$ cat config.mk
export PLATFORM = sky130hd
export DESIGN_NAME = dfu_refresh_ctrl
export DESIGN_NICKNAME = d
export VERILOG_FILES = /design/src/shared/dfu_pkg.sv /design/src/verilog/dfu_refresh_ctrl.sv /design/src/verilog/dfu_reg_store.sv
export SDC_FILE = /design/constraint.sdc
export NUM_CORES = 1
export LEC_CHECK = 0
export ABC_AREA = 1
export BUFFER_PORTS_ARGS = -buffer_cell sky130_fd_sc_hd__buf_2
export CAP_MARGIN = 10
export CORE_MARGIN = 1
export CORE_UTILIZATION = 58
export CTS_BUF_LIST = sky130_fd_sc_hd__clkbuf_4 sky130_fd_sc_hd__clkbuf_8
export DETAILED_ROUTE_END_ITERATION = 7
export HOLD_SLACK_MARGIN = 0.08
export PLACE_DENSITY = 0.84
export SLEW_MARGIN = 20
export SYNTH_ARGS = -nofsm -noshare
export SYNTH_HDL_FRONTEND = slang
export SYNTH_SLANG_ARGS = --single-unit
$ cat constraint.sdc
create_clock -name clock -period 3.07 [get_ports clock]
set_input_delay 0.614 -clock clock [delete_from_list [all_inputs] [get_ports clock]]
set_output_delay 0.614 -clock clock [all_outputs]
set_load 0.01 [all_outputs]
$ cat src/shared/dfu_pkg.sv
// constants for the display refresh urgency / offset / interlace block
package dfu_pkg;
  localparam logic [7:0] DFU_IDX_URGENT_START = 8'h33;
  localparam logic [7:0] DFU_IDX_OFFSET_LOW = 8'h34;
  localparam logic [7:0] DFU_IDX_OFFSET_HIGH = 8'h35;
  localparam logic [7:0] DFU_IDX_HALF_COUNT = 8'h39;
  localparam logic [7:0] DFU_IDX_HIGH_MARK = 8'h27;
  localparam logic [7:0] DFU_URGENT_START_RST = 8'h00;
  localparam logic [7:0] DFU_HALF_COUNT_RST = 8'hFF;
  localparam logic [7:0] DFU_HIGH_MARK_RST = 8'hD0;
  localparam logic [7:0] DFU_OFFSET_RST = 8'h00;
  localparam logic [7:0] DFU_ALL_ONES = 8'hFF;
  localparam int DFU_HIGH_MARK_LSB = 3;
  localparam int DFU_REG_COUNT = 5;
  localparam logic [2:0] DFU_SLOT_URGENT = 3'h0;
  localparam logic [2:0] DFU_SLOT_OFF_LO = 3'h1;
  localparam logic [2:0] DFU_SLOT_OFF_HI = 3'h2;
  localparam logic [2:0] DFU_SLOT_HALF = 3'h3;
  localparam logic [2:0] DFU_SLOT_HWM = 3'h4;
  localparam logic [2:0] DFU_SLOT_NONE = 3'h7;
  typedef enum logic [1:0] {
    DFU_LINE_IDLE = 2'b00,
    DFU_LINE_WAIT = 2'b01,
    DFU_LINE_ARMED = 2'b10
  } dfu_line_state_t;
endpackage

$ cat src/verilog/dfu_refresh_ctrl.sv
// refresh fetch urgency, frame line offset and interlace half-field control
// Contract
// - urgent_start_position sets the character count where urgency may begin.
// - before that position and after display enable drops, fetches are low priority.
// - at the position, urgent fetch when FIFO occupancy is below low mark; the code gives no urgency there when display enable rises in that same cycle.
// - afterwards, until display enable drops, below-low-mark fetches are urgent.
// - start position of all ones makes every refresh fetch urgent.
// - urgent start register resets to zero.
// - frame offset is signed 16-bit scan lines; low byte in first register.
// - second offset register supplies offset bits fifteen to eight.
// - in odd interlaced frames vertical timing steps at the half-field count.
// - half-field count of all ones disables interlace; any other enables.
// - half-field count resets to all ones, interlace off.
// - fetching stops once FIFO occupancy rises above the high mark.
`timescale 1ns/1ps
module dfu_refresh_ctrl
  import dfu_pkg::*;
(
  // clock and reset
  input wire logic clock,
  input wire logic rst,
  // index/data register port
  input wire logic index_wr,
  input wire logic data_wr,
  input wire logic data_rd,
  input wire logic [7:0] port_wdata,
  output logic [7:0] port_rdata,
  output logic [7:0] index_q,
  // display timing
  input wire logic [7:0] hchar_count,
  input wire logic display_enable,
  input wire logic frame_start,
  input wire logic odd_frame,
  // refresh FIFO status
  input wire logic [7:0] fifo_level,
  input wire logic [7:0] fifo_low_mark,
  // towards the memory arbiter
  output logic fetch_req,
  output logic fetch_urgent,
  // towards address generation and vertical timing
  output logic [15:0] frame_line_offset,
  output logic interlace_on,
  output logic vert_step_half
);
  logic [7:0] index_reg;
  logic [8*DFU_REG_COUNT-1:0] words;
  logic [7:0] rd_data;
  logic [7:0] urgent_start_position;
  logic [7:0] interlace_half_count;
  logic [7:0] refresh_fifo_high_mark;
  logic [15:0] displayed_frame_line_offset;
  logic below_low;
  logic above_high;
  logic always_urgent;
  dfu_line_state_t line_reg;
  dfu_line_state_t line_next;
  logic rd_pending_reg;

  function automatic logic [2:0] slot_of(input logic [7:0] idx);
    case (idx)
      DFU_IDX_URGENT_START: slot_of = DFU_SLOT_URGENT;
      DFU_IDX_OFFSET_LOW: slot_of = DFU_SLOT_OFF_LO;
      DFU_IDX_OFFSET_HIGH: slot_of = DFU_SLOT_OFF_HI;
      DFU_IDX_HALF_COUNT: slot_of = DFU_SLOT_HALF;
      DFU_IDX_HIGH_MARK: slot_of = DFU_SLOT_HWM;
      default: slot_of = DFU_SLOT_NONE;
    endcase
  endfunction

  always_ff @(posedge clock or posedge rst) begin
    if (rst) begin
      index_reg <= 8'h00;
    end else if (index_wr) begin
      index_reg <= port_wdata;
    end
  end

  dfu_reg_store u_store (
    .clock(clock),
    .rst(rst),
    .wr_en(data_wr && slot_of(index_reg) != DFU_SLOT_NONE),
    .wr_slot(slot_of(index_reg)),
    .wr_data(port_wdata),
    .rd_slot(slot_of(index_reg)),
    .rd_data(rd_data),
    .words(words)
  );

  assign urgent_start_position = words[8*DFU_SLOT_URGENT +: 8];
  assign interlace_half_count = words[8*DFU_SLOT_HALF +: 8];
  assign refresh_fifo_high_mark = words[8*DFU_SLOT_HWM +: 8];
  // low byte from the first register, high byte from the second
  assign displayed_frame_line_offset = {words[8*DFU_SLOT_OFF_HI +: 8], words[8*DFU_SLOT_OFF_LO +: 8]};
  assign below_low = fifo_level < fifo_low_mark;
  assign above_high = fifo_level > refresh_fifo_high_mark;
  assign always_urgent = urgent_start_position == DFU_ALL_ONES;

  // read data leaves the store one cycle after the strobe; port holds it
  always_ff @(posedge clock or posedge rst) begin
    if (rst) begin
      rd_pending_reg <= 1'b0;
    end else begin
      rd_pending_reg <= data_rd;
    end
  end

  always_ff @(posedge clock or posedge rst) begin
    if (rst) begin
      port_rdata <= 8'h00;
      index_q <= 8'h00;
    end else begin
      index_q <= index_wr ? port_wdata : index_reg;
      if (rd_pending_reg) begin
        port_rdata <= rd_data;
      end
    end
  end

  // per-line urgency window
  always_comb begin
    line_next = line_reg;
    case (line_reg)
      DFU_LINE_IDLE: begin
        if (display_enable) begin
          line_next = DFU_LINE_WAIT;
        end
      end
      DFU_LINE_WAIT: begin
        if (!display_enable) begin
          line_next = DFU_LINE_IDLE;
        end else if (hchar_count == urgent_start_position) begin
          line_next = DFU_LINE_ARMED;
        end
      end
      DFU_LINE_ARMED: begin
        if (!display_enable) begin
          line_next = DFU_LINE_IDLE;
        end
      end
      default: line_next = DFU_LINE_IDLE;
    endcase
  end

  always_ff @(posedge clock or posedge rst) begin
    if (rst) begin
      line_reg <= DFU_LINE_IDLE;
    end else begin
      line_reg <= line_next;
    end
  end

  // the arbiter sees urgency with the request; low priority otherwise lets cpu and drawing engine win
  always_ff @(posedge clock or posedge rst) begin
    if (rst) begin
      fetch_req <= 1'b0;
      fetch_urgent <= 1'b0;
    end else begin
      fetch_req <= !above_high;
      if (above_high) begin
        fetch_urgent <= 1'b0;
      end else if (always_urgent) begin
        fetch_urgent <= 1'b1;
      end else if (display_enable && below_low &&
                   (line_reg == DFU_LINE_ARMED ||
                    (line_reg == DFU_LINE_WAIT && hchar_count == urgent_start_position))) begin
        fetch_urgent <= 1'b1;
      end else begin
        fetch_urgent <= 1'b0;
      end
    end
  end

  // offset latched whole at frame start so a half-written pair never shows
  always_ff @(posedge clock or posedge rst) begin
    if (rst) begin
      frame_line_offset <= 16'h0000;
    end else if (frame_start) begin
      frame_line_offset <= displayed_frame_line_offset;
    end
  end

  always_ff @(posedge clock or posedge rst) begin
    if (rst) begin
      interlace_on <= 1'b0;
      vert_step_half <= 1'b0;
    end else begin
      interlace_on <= interlace_half_count != DFU_ALL_ONES;
      vert_step_half <= interlace_half_count != DFU_ALL_ONES && odd_frame &&
                        hchar_count == interlace_half_count;
    end
  end
endmodule // dfu_refresh_ctrl

$ cat src/verilog/dfu_reg_store.sv
// small register store with registered read data
`timescale 1ns/1ps
module dfu_reg_store
  import dfu_pkg::*;
(
  // clock and reset
  input wire logic clock,
  input wire logic rst,
  // write side
  input wire logic wr_en,
  input wire logic [2:0] wr_slot,
  input wire logic [7:0] wr_data,
  // read side
  input wire logic [2:0] rd_slot,
  output logic [7:0] rd_data,
  // every stored word, for the block's own logic
  output logic [8*DFU_REG_COUNT-1:0] words
);
  logic [7:0] mem_reg [DFU_REG_COUNT];

  function automatic logic [7:0] reset_value(input int slot);
    case (slot)
      0: reset_value = DFU_URGENT_START_RST;
      3: reset_value = DFU_HALF_COUNT_RST;
      4: reset_value = DFU_HIGH_MARK_RST;
      default: reset_value = DFU_OFFSET_RST;
    endcase
  endfunction

  genvar g;
  generate
    for (g = 0; g < DFU_REG_COUNT; g++) begin : g_word
      always_ff @(posedge clock or posedge rst) begin
        if (rst) begin
          mem_reg[g] <= reset_value(g);
        end else if (wr_en && wr_slot == 3'(g)) begin
          if (g == int'(DFU_SLOT_HWM)) begin
            // low three bits are reserved and read as zero
            mem_reg[g] <= {wr_data[7:DFU_HIGH_MARK_LSB], 3'h0};
          end else begin
            mem_reg[g] <= wr_data;
          end
        end
      end
      assign words[8*g +: 8] = mem_reg[g];
    end
  endgenerate

  always_ff @(posedge clock or posedge rst) begin
    if (rst) begin
      rd_data <= 8'h00;
    end else if (rd_slot < 3'(DFU_REG_COUNT)) begin
      rd_data <= mem_reg[rd_slot];
    end else begin
      rd_data <= 8'h00;
    end
  end
endmodule // dfu_reg_store
**Yosys cells after proc, flatten, opt, wreduce, memory -nomap -nowiden**

Cells that the tools add are included.

- Output and inout port bits: 36
- Register bits: 84
- Logic and storage cells: 68
- Input port bits: 40

- Reduce and logical (&&, ||, !) cells: 16
- Equality and inequality tests: 19
- $lt $le $gt $ge: 4
- Multiplexer cells: 13
- Bitwise operators: 1

Operators by type and width:

| operator | count |
|---|---|
| 8-bit by 6-bit == test with 1-bit output (second input constant) | 5 |
| 8-bit binary-select mux with 3-bit select | 1 |
| 8-bit two-way mux | 3 |
| 8-bit == test | 2 |
| 3-bit case mux with 5 select lines | 1 |
| 1-bit logical AND | 11 |
| 8-bit == test (second input constant) | 1 |
| 8-bit > comparator | 1 |
| 8-bit < comparator | 1 |
| 2-bit two-way mux | 4 |
| 8-bit != test (second input constant) | 1 |
| 3-bit by 2-bit == test with 1-bit output (second input constant) | 2 |
| 3-bit != test (second input constant) | 2 |
| 2-bit case mux with 3 select lines | 1 |
| 4-bit >= comparator (second input constant) | 1 |
| 2-bit != test (second input constant) | 2 |
| 3-bit inverter with 4-bit output | 1 |
| 3-bit by 1-bit == test with 1-bit output (second input constant) | 1 |
| 3-bit == test (second input constant) | 1 |
| 3-bit zero test | 1 |
| 3-bit < comparator (second input constant) | 1 |
| 1-bit two-way mux | 3 |
| 3-bit AND reduction | 1 |
| 2-bit by 1-bit == test with 1-bit output (second input constant) | 1 |
| other kinds (4) | 4 |

**Depth between registers and ports, before layout**

Gate-level depths: netlist of run 1.

- Word-level depth: 7
- Depth in mapped cells: 11
- Gate-level depth less buffers: 11

**Hierarchy**

Synthesis of run 1 repeated with hierarchy kept, for this count alone.

- Cell total of the unflattened synthesis: 502
- Area total of the unflattened synthesis: 4481.8 µm²

Modules (own cells, without submodules):

| module | cells each | sequential area each (µm²) | instances | area each (µm²) |
|---|---|---|---|---|
| dfu_refresh_ctrl | 248 | 975.9 | 1 | 2258.4 |
| dfu_reg_store | 254 | 1139.8 | 1 | 2223.4 |

**Least setup slack after synthesis of run 1**

Ideal clock, no wire load.

- Kind: register -> register
- Start point: register index_q[3] (netlist name)
- End point: register u_store.mem_reg, in the netlist u_store.words[23]
- Setup time: 121 ps
- Buffers on the path: 1
- Slack: 1534 ps
- Stages on the path, launching flop included: 10
- Arrival time: 1416 ps
- Clock period less this slack: 1536 ps
- Required time: 2949 ps
- Cell sequence: dfrtp_1 inv_2 nand2_2 nor2_1 nand2_4 nand4_4 nand4_4 buf_6 nand2_2 o21ai_2

RTL lines:

| element | RTL line | text |
|---|---|---|
| to (signal, indexed assignment) | dfu_reg_store.sv:35 | `mem_reg[g] <= reset_value(g);` |
| to (signal, indexed assignment) | dfu_reg_store.sv:39 | `mem_reg[g] <= {wr_data[7:DFU_HIGH_MARK_LSB], 3'h0};` |
| to (signal, indexed assignment) | dfu_reg_store.sv:41 | `mem_reg[g] <= wr_data;` |
| to (decl) | dfu_reg_store.sv:19 | `logic [7:0] mem_reg [DFU_REG_COUNT];` |

==> impl_metrics.json, run 1 <==
{
  "outcome": "complete, no violations",
  "clock_skew_ns": 0.01379,
  "synth-seq-cells": 84,
  "grt_pass1_wl_mm": 15.50,
  "arrival_ns": 2.00,
  "numCtsBuffers": 9,
  "slew_headroom": 0.6181,
  "async_reset_ff_frac": 1.000,
  "synth_edf_count": 0,
  "largest_reg_flops": 37,
  "synthDistinctLibCells": 34,
  "tns_ns": 0,
  "synth-simple-area-share": 0.2215,
  "synth_fa_ha_area_frac": 0.03578,
  "ant_nets": 0,
  "grt_max_degree": 85,
  "syn_area_per_cell_um2": 8.816,
  "cts_max_path_buffers": 2,
  "drc": 0,
  "dpl.hpwl_mm": 6.892,
  "fin_nets": 605,
  "drt-wirelength-per-cell_um": 14.47,
  "powerDensity_mw_per_mm2": 471.4,
  "dpl-instance-area_mm2": 0.004659,
  "synth_top_area_share": 0.4353,
  "die_h_um": 87.06,
  "crit_buf_inv": 1,
  "rr_worst_depth": 8,
  "worstSetupEndpointType": "flop",
  "cts_tree": "done",
  "ys.flop_type": "dfrtp_1",
  "insertion_delay_ns": 0.36,
  "antenna_found_initial": 0,
  "crit_slowest_cell": "dfrtp_1",
  "drt-initial-drc-count": 283,
  "core_area_mm2": 0.006907,
  "min_path_type": "input port to asynchronous set/reset pin",
  "cts_resized": 0,
  "drv_cap": 0,
  "gp_congestion": 0.8948,
  "path_max_fanout": 16,
  "critPathKind": "flop to flop",
  "track_usage": 0.2734,
  "area_growth_pct": 15.83,
  "vias_per_cell": 5.274,
  "synth_top_cell_by_area": "dfrtp_1",
  "multiInputGateArea_mm2": 0.001772,
  "peakVddDrop_mv": 0.2929,
  "hold_violations": 0,
  "period_share": 0.5748,
  "leakage_nw": 2.535,
  "ys_seq_area_frac": 0.5042,
  "ctsHoldBuffers": 0,
  "fin_util": 0.7038,
  "synthMuxAreaShare": 0.03220,
  "die_x_um": 87.06,
  "setup_viol": 0,
  "drive_gt1_frac": 0.2778,
  "diodes": 0,
  "rsz0062_at_grt": "no",
  "overflow": 0,
  "cp-start-kind": "flop",
  "rows": 30,
  "wl_mm": 9.463,
  "totalPowerFinal_w": 0.002292,
  "reg2reg_to": "u_store.words[21]",
  "synth_warnings": 0,
  "cts_sinks": 84,
  "dieArea_mm2": 0.007579,
  "rrSetupSlack_ns": 1.31,
  "drv_slew": 0,
  "fill_cells": 572,
  "worstMarginPinSlew_ns": 0.5713,
  "synthTopCellsByArea": "dfrtp_1 44%, nand2_1 11%, dfstp_2 6.9%, inv_1 5.8%, ha_1 3.6%",
  "synth-xor-area-share": 0.01878,
  "synth_top_family_by_area": "simple AND/OR/NAND/NOR gates",
  "postCtsSetupBuffers": 0,
  "syn_inst": 476,
  "seq_area_mm2": 0.002116,
  "fin_crit_ns": 1.765,
  "crit_family": "simple AND/OR/NAND/NOR gates",
  "r2r-start": "index_q[0]",
  "syn_nets": 528,
  "root_buffer": "clkbuf_8",
  "crit_chain": "inv_1 > nand2_1 > nor2_1 > nand2_4 > nand4_4 > nand4_4 > nand2_1 > o21ai_2",
  "slowest_delay_ns": 0.41,
  "grt_pass1_vias": 3300,
  "cp-startpoint": "index_q[0]",
  "start_util": 0.6076,
  "design_area_mm2": 0.004861,
  "cp.required_ns": 3.31,
  "num_io_pins": 76,
  "drtPass1Iterations": 6,
  "synth_area_mm2": 0.004197,
  "cts.clk_slew.worst_paths_ns": 0.09,
  "h-tree-depth": 3,
  "synth_compound_area_frac": 0.1139,
  "port_buffers": 75,
  "vias": 3449,
  "max_freq_mhz": 566.7
}
metrics by stage:
step | setup WS [ns] | hold WS [ns] | instances
after floorplan | 0.3091 | 0.4485 | 476
after detailed placement | 1.337 | 0.4643 | 638
after global routing | 1.136 | 0.3417 | 654
final | 1.305 | 0.3322 | 654
after global placement | 1.370 | 0.4590 | 638
after CTS | 1.310 | 0.3565 | 654
Yosys cell counts (2+ instances only):
master / n
a21oi_1: 20
buf_6: 2
clkbuf_1: 7
dfrtp_1: 73
dfstp_2: 11
ha_1: 12
inv_1: 65
inv_2: 3
mux2_2: 12
nand2_1: 119
nand2_2: 7
nand2_4: 3
nand3_1: 16
nand3_2: 2
nand4_1: 5
nand4_4: 2
nor2_1: 35
nor2_2: 2
nor3_1: 5
o21a_1: 2
o21ai_0: 24
o21ai_1: 12
o21ai_2: 16
o22ai_1: 3
xnor2_1: 9
cell families (layout without fill, tap and decap cells):
logic type / count (synthesis) / after routing
xor+xnor: 9 / 9
simple gates: 201 / 201
buf+inv: 78 / 160
flops: 84 / 84
mux: 12 / 12
compound gates: 80 / 80
fa+ha+maj: 12 / 12
report_power, final:
| part | internal [W] | leakage (nW) | switching, W |
|---|---|---|---|
| combinational | 0.000113 | 1.35 | 0.000183 |
| clock | 0.000396 | 0.0983 | 0.000388 |
| sequential | 0.00117 | 1.09 | 0.0000441 |
| total | 0.00168 | 2.54 | 0.000615 |
cell type report:
class,count,area share
multi-input combinational,314,0.3645
timing repair buffer,76,0.08134
clock buffer,10,0.02831
tap,96,0.02471
inverter,68,0.05277
sequential,84,0.4353
clock inverter,6,0.01313
cells in the final DEF (no fill, tap or decap), drive strengths merged, types with 2 or more instances in the layout:
master	n
nand2	129
clkinv	4
buf	76
ha	12
dfstp	11
clkinvlp	2
xnor2	9
o22ai	3
clkbuf	10
o21a	2
nand4	7
o21ai	52
mux2	12
a21oi	21
nand3	19
dfrtp	73
nor2	39
nor3	5
inv	67
worst max-delay path by stage:
| stage | cells after the start | slack [ns] | end |
|---|---|---|---|
| finish | 8 | 1.31 | u_store.words[21] |
| global route | 10 | 1.14 | u_store.rd_data[7] |
| CTS | 8 | 1.31 | u_store.words[21] |
| detailed placement | 8 | 1.34 | u_store.words[21] |
| global placement | 9 | 1.37 | fetch_urgent |
| floorplan | 1 | 0.31 | fetch_req |
worst register-to-register path: cells and delay by family (launching register included):
family          cells  cell delay (ns)
compound gates      1             0.06
buf+inv             1             0.15
flops               1             0.41
simple gates        6             1.02
metal layers:
layer / wire (um) / track usage
met5: 0 / 0
met3: 702 / 0.06540
met4: 135 / 0.08788
met2: 4602 / 0.4395
met1: 4022 / 0.3668
(Power assumes the default switching activity.)
==> inputs of run 2 (changes only) <==
Clock period 3.07 ns to 1.65 ns, I/O delays scaled along.
==> impl_metrics.json, run 2 (synthesis results as in run 1) <==
{
  "outcome": "complete, no violations",
  "crit_chain": "buf_4 > nand2_1 > nand2_1 > nand3_2 > nand4_4 > buf_6 > nand2_1 > inv_1 > nand2_1 > nand2_1",
  "design_area_mm2": 0.005107,
  "cp.required_ns": 1.88,
  "path_max_fanout": 5,
  "slew_headroom": 0.6985,
  "antenna_found_initial": 0,
  "dpl-instance-area_mm2": 0.004715,
  "start_util": 0.6076,
  "die_x_um": 87.06,
  "rows": 30,
  "pre_cts_ws_ns": 0.007375,
  "arrival_ns": 1.80,
  "crit_slowest_cell": "dfrtp_1",
  "largest_reg_flops": 37,
  "leakage_nw": 2.644,
  "cp-start-kind": "flop",
  "fin_util": 0.7395,
  "drv_cap": 0,
  "clock_skew_ns": 0.01128,
  "dieArea_mm2": 0.007579,
  "final_cell_mix": "118 x nand2_1, 75 x buf_2, 72 x dfrtp_1, 61 x inv_1, 32 x nor2_1",
  "switching_share": 0.2772,
  "ant_nets": 0,
  "p_comb_frac": 0.139,
  "die_h_um": 87.06,
  "hold_violations": 0,
  "switchingPower_w": 0.001209,
  "powerDensity_mw_per_mm2": 853.9,
  "worstMarginPinSlew_ns": 0.4523,
  "period_share": 0.9517,
  "drive_gt1_frac": 0.3213,
  "power_frac_seq": 0.518,
  "dpl.hpwl_mm": 7.022,
  "wl_mm": 10.02,
  "track_usage": 0.2790,
  "grt_max_degree": 85,
  "grt_pass1_wl_mm": 15.83,
  "area_growth_pct": 21.71,
  "insertion_delay_ns": 0.36,
  "p_int_w": 0.003152,
  "cts_max_path_buffers": 2,
  "core_area_mm2": 0.006907,
  "fin_ws_ns": 0.07963,
  "num_io_pins": 76,
  "diodes": 0,
  "vias_per_cell": 5.308,
  "worst_path_most_repeated_cell": "nand2_1",
  "layout_commonest_cell": "nand2_1",
  "drt-wirelength-per-cell_um": 14.77,
  "vias": 3599,
  "overflow": 0,
  "clkPwrFrac": 0.343,
  "fin_nets": 629,
  "fin_crit_ns": 1.570,
  "h-tree-depth": 3,
  "setup_viol": 0,
  "totalPowerFinal_w": 0.004361,
  "drt-initial-drc-count": 328,
  "slowest_delay_ns": 0.40,
  "numCtsBuffers": 9,
  "max_freq_mhz": 636.8,
  "grt_pass1_vias": 3400,
  "cts_sinks": 84,
  "drc": 0,
  "min_path_type": "input port to asynchronous set/reset pin",
  "rsz0062_at_grt": "yes",
  "drv_slew": 0,
  "cts.clk_slew.worst_paths_ns": 0.09,
  "critPathKind": "flop to flop",
  "dp_cells": 645,
  "peakVddDrop_mv": 0.4892,
  "gp_congestion": 0.8900,
  "instances_no_fill": 678,
  "drtPass1Iterations": 5,
  "worstSetupEndpointType": "flop",
  "root_buffer": "clkbuf_8",
  "port_buffers": 75,
  "cts_tree": "done"
}
-- run 2: final cells by class --
type | instances | area, um^2
clock buffer | 10 | 131.4
clock inverter | 6 | 71.32
fill | 521 | 1799
inverter | 68 | 262.8
multi-input combinational | 315 | 1818
sequential | 84 | 2117
tap | 96 | 120.1
timing repair buffer | 99 | 586.8
-- run 2: path summary, 6_finish.rpt --
kind	startpoint	endpoint	slack, ns	depth (start not counted)
setup / recovery	index_q[3]	u_store.rd_data[6]	0.08	10
hold / removal	rst	index_q[7]	0.06	3
setup reg to reg	index_q[3]	u_store.rd_data[6]	0.08	10
hold reg to reg	u_store.rd_data[1]	port_rdata[1]	0.48	1
max in group asynchronous	rst	u_store.words[26]	1.19	3
min in group clock	port_wdata[2]	index_q[2]	0.19	3
-- run 2: worst max-delay path: cells and delay by family (launching register included) --
family / cells / cell delay, ns
and+or+nand+nor: 7 / 0.65
DFF: 1 / 0.40
buffers and inverters: 3 / 0.40
-- run 2: power groups by stage --
stage	Combinational [W]	Sequential (W)	Clock [W]
CTS	0.000561	0.00225	0.00152
global route	0.000686	0.00227	0.00160
detailed placement	0.000555	0.00229	0
floorplan	0.000323	0.00230	0
global placement	0.000535	0.00229	0
finish	0.000607	0.00226	0.00150
-- run 2: metrics by stage --
| step | hold slack, ns | TNS (ns) |
|---|---|---|
| after CTS | 0.1025 | 0 |
| final | 0.05989 | 0 |
| after detailed placement | 0.4467 | 0 |
| after global placement | 0.4404 | 0 |
| after floorplan | 0.3614 | 0 |
| after global routing | 0.1353 | -0.3846 |
-- run 2: timing repair --
action                                 4_1_cts  5_1_grt
cloned                                       0        1
setup buffers                                2       13
endpoints found under the hold margin        1        0
hold buffers                                 1        0
pin swaps                                    0        7
resized for setup                            0       17
setup endpoints to repair                    6       38
-- run 2: metal layers --
metal,up-vias,wire (um),track usage
li1,1725,-,-
met2,166,4760,0.4381
met5,-,0,0
met4,0,304,0.1242
met3,36,718,0.05213
met1,1672,4233,0.3789
==> inputs of run 3 (changes only) <==
Settings changed: ABC_AREA 1 to default.
==> impl_metrics.json, run 3 <==
{
  "cts_sinks": 84,
  "leakage_nw": 2.588,
  "power_frac_seq": 0.507,
  "layout_commonest_cell": "buf_2",
  "drv_cap": 0,
  "synth_top_area_share": 0.4363,
  "cts.clk_slew.worst_paths_ns": 0.08,
  "cp.required_ns": 1.89,
  "switching_share": 0.2619,
  "synth-seq-cells": 84,
  "fill_cells": 463,
  "period_share": 1.231,
  "slowest_delay_ns": 0.61,
  "critPathKind": "flop to flop",
  "grt_pass1_vias": 3172,
  "rr_worst_depth": 3,
  "numCtsBuffers": 9,
  "ys.flop_type": "dfrtp_1",
  "crit_buf_inv": 0,
  "start_util": 0.6095,
  "grt_pass1_wl_mm": 15.55,
  "worstSetupEndpointType": "flop",
  "clkPwrFrac": 0.307,
  "crit_family": "simple AND/OR/NAND/NOR gates",
  "worst_path_most_repeated_cell": "or4b_4",
  "syn_area_per_cell_um2": 12.42,
  "fin_nets": 497,
  "drt-initial-drc-count": 106,
  "h-tree-depth": 3,
  "ant_nets": 0,
  "setup_viol": 31,
  "track_usage": 0.2777,
  "final_cell_mix": "75 x buf_2, 72 x dfrtp_1, 58 x mux2_2, 30 x buf_4, 13 x inv_1",
  "min_path_type": "input port to asynchronous set/reset pin",
  "synth_edf_count": 0,
  "p_comb_frac": 0.186,
  "dieArea_mm2": 0.007562,
  "path_max_fanout": 8,
  "num_io_pins": 76,
  "arrival_ns": 2.27,
  "rows": 30,
  "synth_top_cell_by_area": "dfrtp_1",
  "synthTopCellsByArea": "dfrtp_1 44%, mux2_2 16%, dfstp_2 6.9%, ha_1 3.6%, mux2_4 2.9%",
  "overflow": 0,
  "totalPowerFinal_w": 0.004719,
  "drtPass1Iterations": 4,
  "cts_tree": "done",
  "rrSetupSlack_ns": -0.38,
  "syn_inst": 337,
  "worstMarginPinSlew_ns": 0.4488,
  "fin_ws_ns": -0.3817,
  "grt_max_degree": 85,
  "drc": 0,
  "r2r-start": "index_q[3]",
  "cp_num_cells": 3,
  "cts_max_path_buffers": 2,
  "hold_violations": 0,
  "ys_seq_area_frac": 0.5054,
  "slew_headroom": 0.7008,
  "dpl.hpwl_mm": 7.074,
  "peakVddDrop_mv": 0.8167,
  "die_h_um": 86.96,
  "clock_skew_ns": 0.01118,
  "die_x_um": 86.96,
  "diodes": 0,
  "synth.most_common_cell": "dfrtp_1",
  "cp-start-kind": "flop",
  "gp_congestion": 0.9040,
  "drv_slew": 0,
  "outcome": "finished with violations",
  "powerDensity_mw_per_mm2": 894.6,
  "root_buffer": "clkbuf_8",
  "fin_util": 0.7679,
  "switchingPower_w": 0.001236,
  "p_int_w": 0.003483,
  "largest_reg_flops": 37,
  "port_buffers": 75,
  "core_area_mm2": 0.006869,
  "syn_nets": 389,
  "fin_crit_ns": 2.032,
  "crit_slowest_cell": "or4b_4",
  "vias_per_cell": 5.701,
  "tns_ns": -8.131,
  "insertion_delay_ns": 0.35,
  "area_growth_pct": 26.00,
  "synth_area_mm2": 0.004187,
  "vias": 3107,
  "failed_checks": "negative setup slack",
  "synth_common_cells": "73 x dfrtp_1, 60 x mux2_2, 16 x inv_1, 16 x o21ai_0, 13 x clkbuf_1",
  "max_freq_mhz": 492.2,
  "rsz0062_at_grt": "yes",
  "drive_gt1_frac": 0.5189,
  "wl_mm": 9.840,
  "reg2reg_to": "u_store.words[16]",
  "antenna_found_initial": 0,
  "async_reset_ff_frac": 1.000,
  "crit_chain": "or4b_4 > or4b_4 > mux2_4",
  "drt-wirelength-per-cell_um": 18.06,
  "synthDistinctLibCells": 46,
  "synth_warnings": 0
}
[run 3: cell count changes after synthesis, sizes merged, moves of 5 or more]
cell,change
nand2,-122
clkbuf,+6
nand3b,+5
mux2,+56
o21ai,-36
nor3b,+10
inv,-52
a31oi,+8
a21oi,-21
nor2,-37
nand3,-12
nand2b,+7
xor2,+7
[run 3: worst max-delay path by stage]
stage / start / endpoint / slack (ns)
2_1_floorplan: index_q[7] / u_store.words[16] / -0.48
3_3_place_gp: index_q[7] / u_store.words[18] / -0.39
3_5_place_dp: index_q[7] / u_store.words[16] / -0.42
4_1_cts: index_q[6] / u_store.words[16] / -0.39
5_1_grt: index_q[3] / u_store.words[16] / -0.41
6_report: index_q[3] / u_store.words[16] / -0.38
[run 3: cells by family after synthesis]
logic type               after synthesis  synth area share
buffers and inverters                 32           0.03108
XOR/XNOR                              16           0.03347
AND/OR/NAND/NOR                       77            0.1261
AO/OA/AOI/OAI                         45           0.07083
adder cells (fa/ha/maj)               12           0.03586
flip-flops                            84            0.5054
multiplexers                          71            0.1973
[run 3: timing repair]
item,in CTS,in global routing
hold buffers,1,0
buffers inserted,4,4
endpoints found under the setup margin,39,47
hold endpoints to repair,1,0
gates cloned,0,0
pin swaps,7,13
resized for setup,16,22
[run 3: power by group through the flow]
stage | logic (W) | clock network, W | registers (W)
detailed placement | 0.000822 | 0 | 0.00242
global placement | 0.000788 | 0 | 0.00241
floorplan | 0.000465 | 0 | 0.00241
CTS | 0.000854 | 0.00148 | 0.00238
global route | 0.000962 | 0.00154 | 0.00241
finish | 0.000879 | 0.00145 | 0.00239
[run 3: worst register-to-register path, stage by stage, from the launching register on]
cell     delay [ns]
dfrtp_1        0.39
or4b_4         0.58
or4b_4         0.61
mux2_4         0.34
[run 3: routing by layer]
| metal | up-vias | routed length, um | global-route usage |
|---|---|---|---|
| met5 | - | 0 | 0 |
| met2 | 92 | 5080 | 0.4710 |
| li1 | 1446 | - | - |
| met3 | 16 | 454 | 0.07109 |
| met1 | 1553 | 4126 | 0.3449 |
| met4 | 0 | 179 | 0.09697 |
[run 3: final cells by class]
class                           count  area, um^2  share of cell area
Sequential cell                    84        2117              0.4013
Multi-Input combinational cell    221        2081              0.3945
Clock inverter                      2       35.03            0.006641
Clock buffer                       13       160.2             0.03036
Tap cell                           96       120.1             0.02277
Timing Repair Buffer              113       698.2              0.1324
Inverter                           16       63.81             0.01210
[run 3: per-stage QoR]
step | setup slack [ns] | hold slack [ns] | cell area, um^2 | cells
global placement | -0.3939 | 0.4407 | 4890 | 522
floorplan | -0.4817 | 0.3614 | 4232 | 337
detailed placement | -0.4224 | 0.4394 | 4890 | 522
finish | -0.3817 | 0.06248 | 5275 | 545
global route | -0.4101 | 0.1034 | 5275 | 545
CTS | -0.3900 | 0.1025 | 5184 | 542
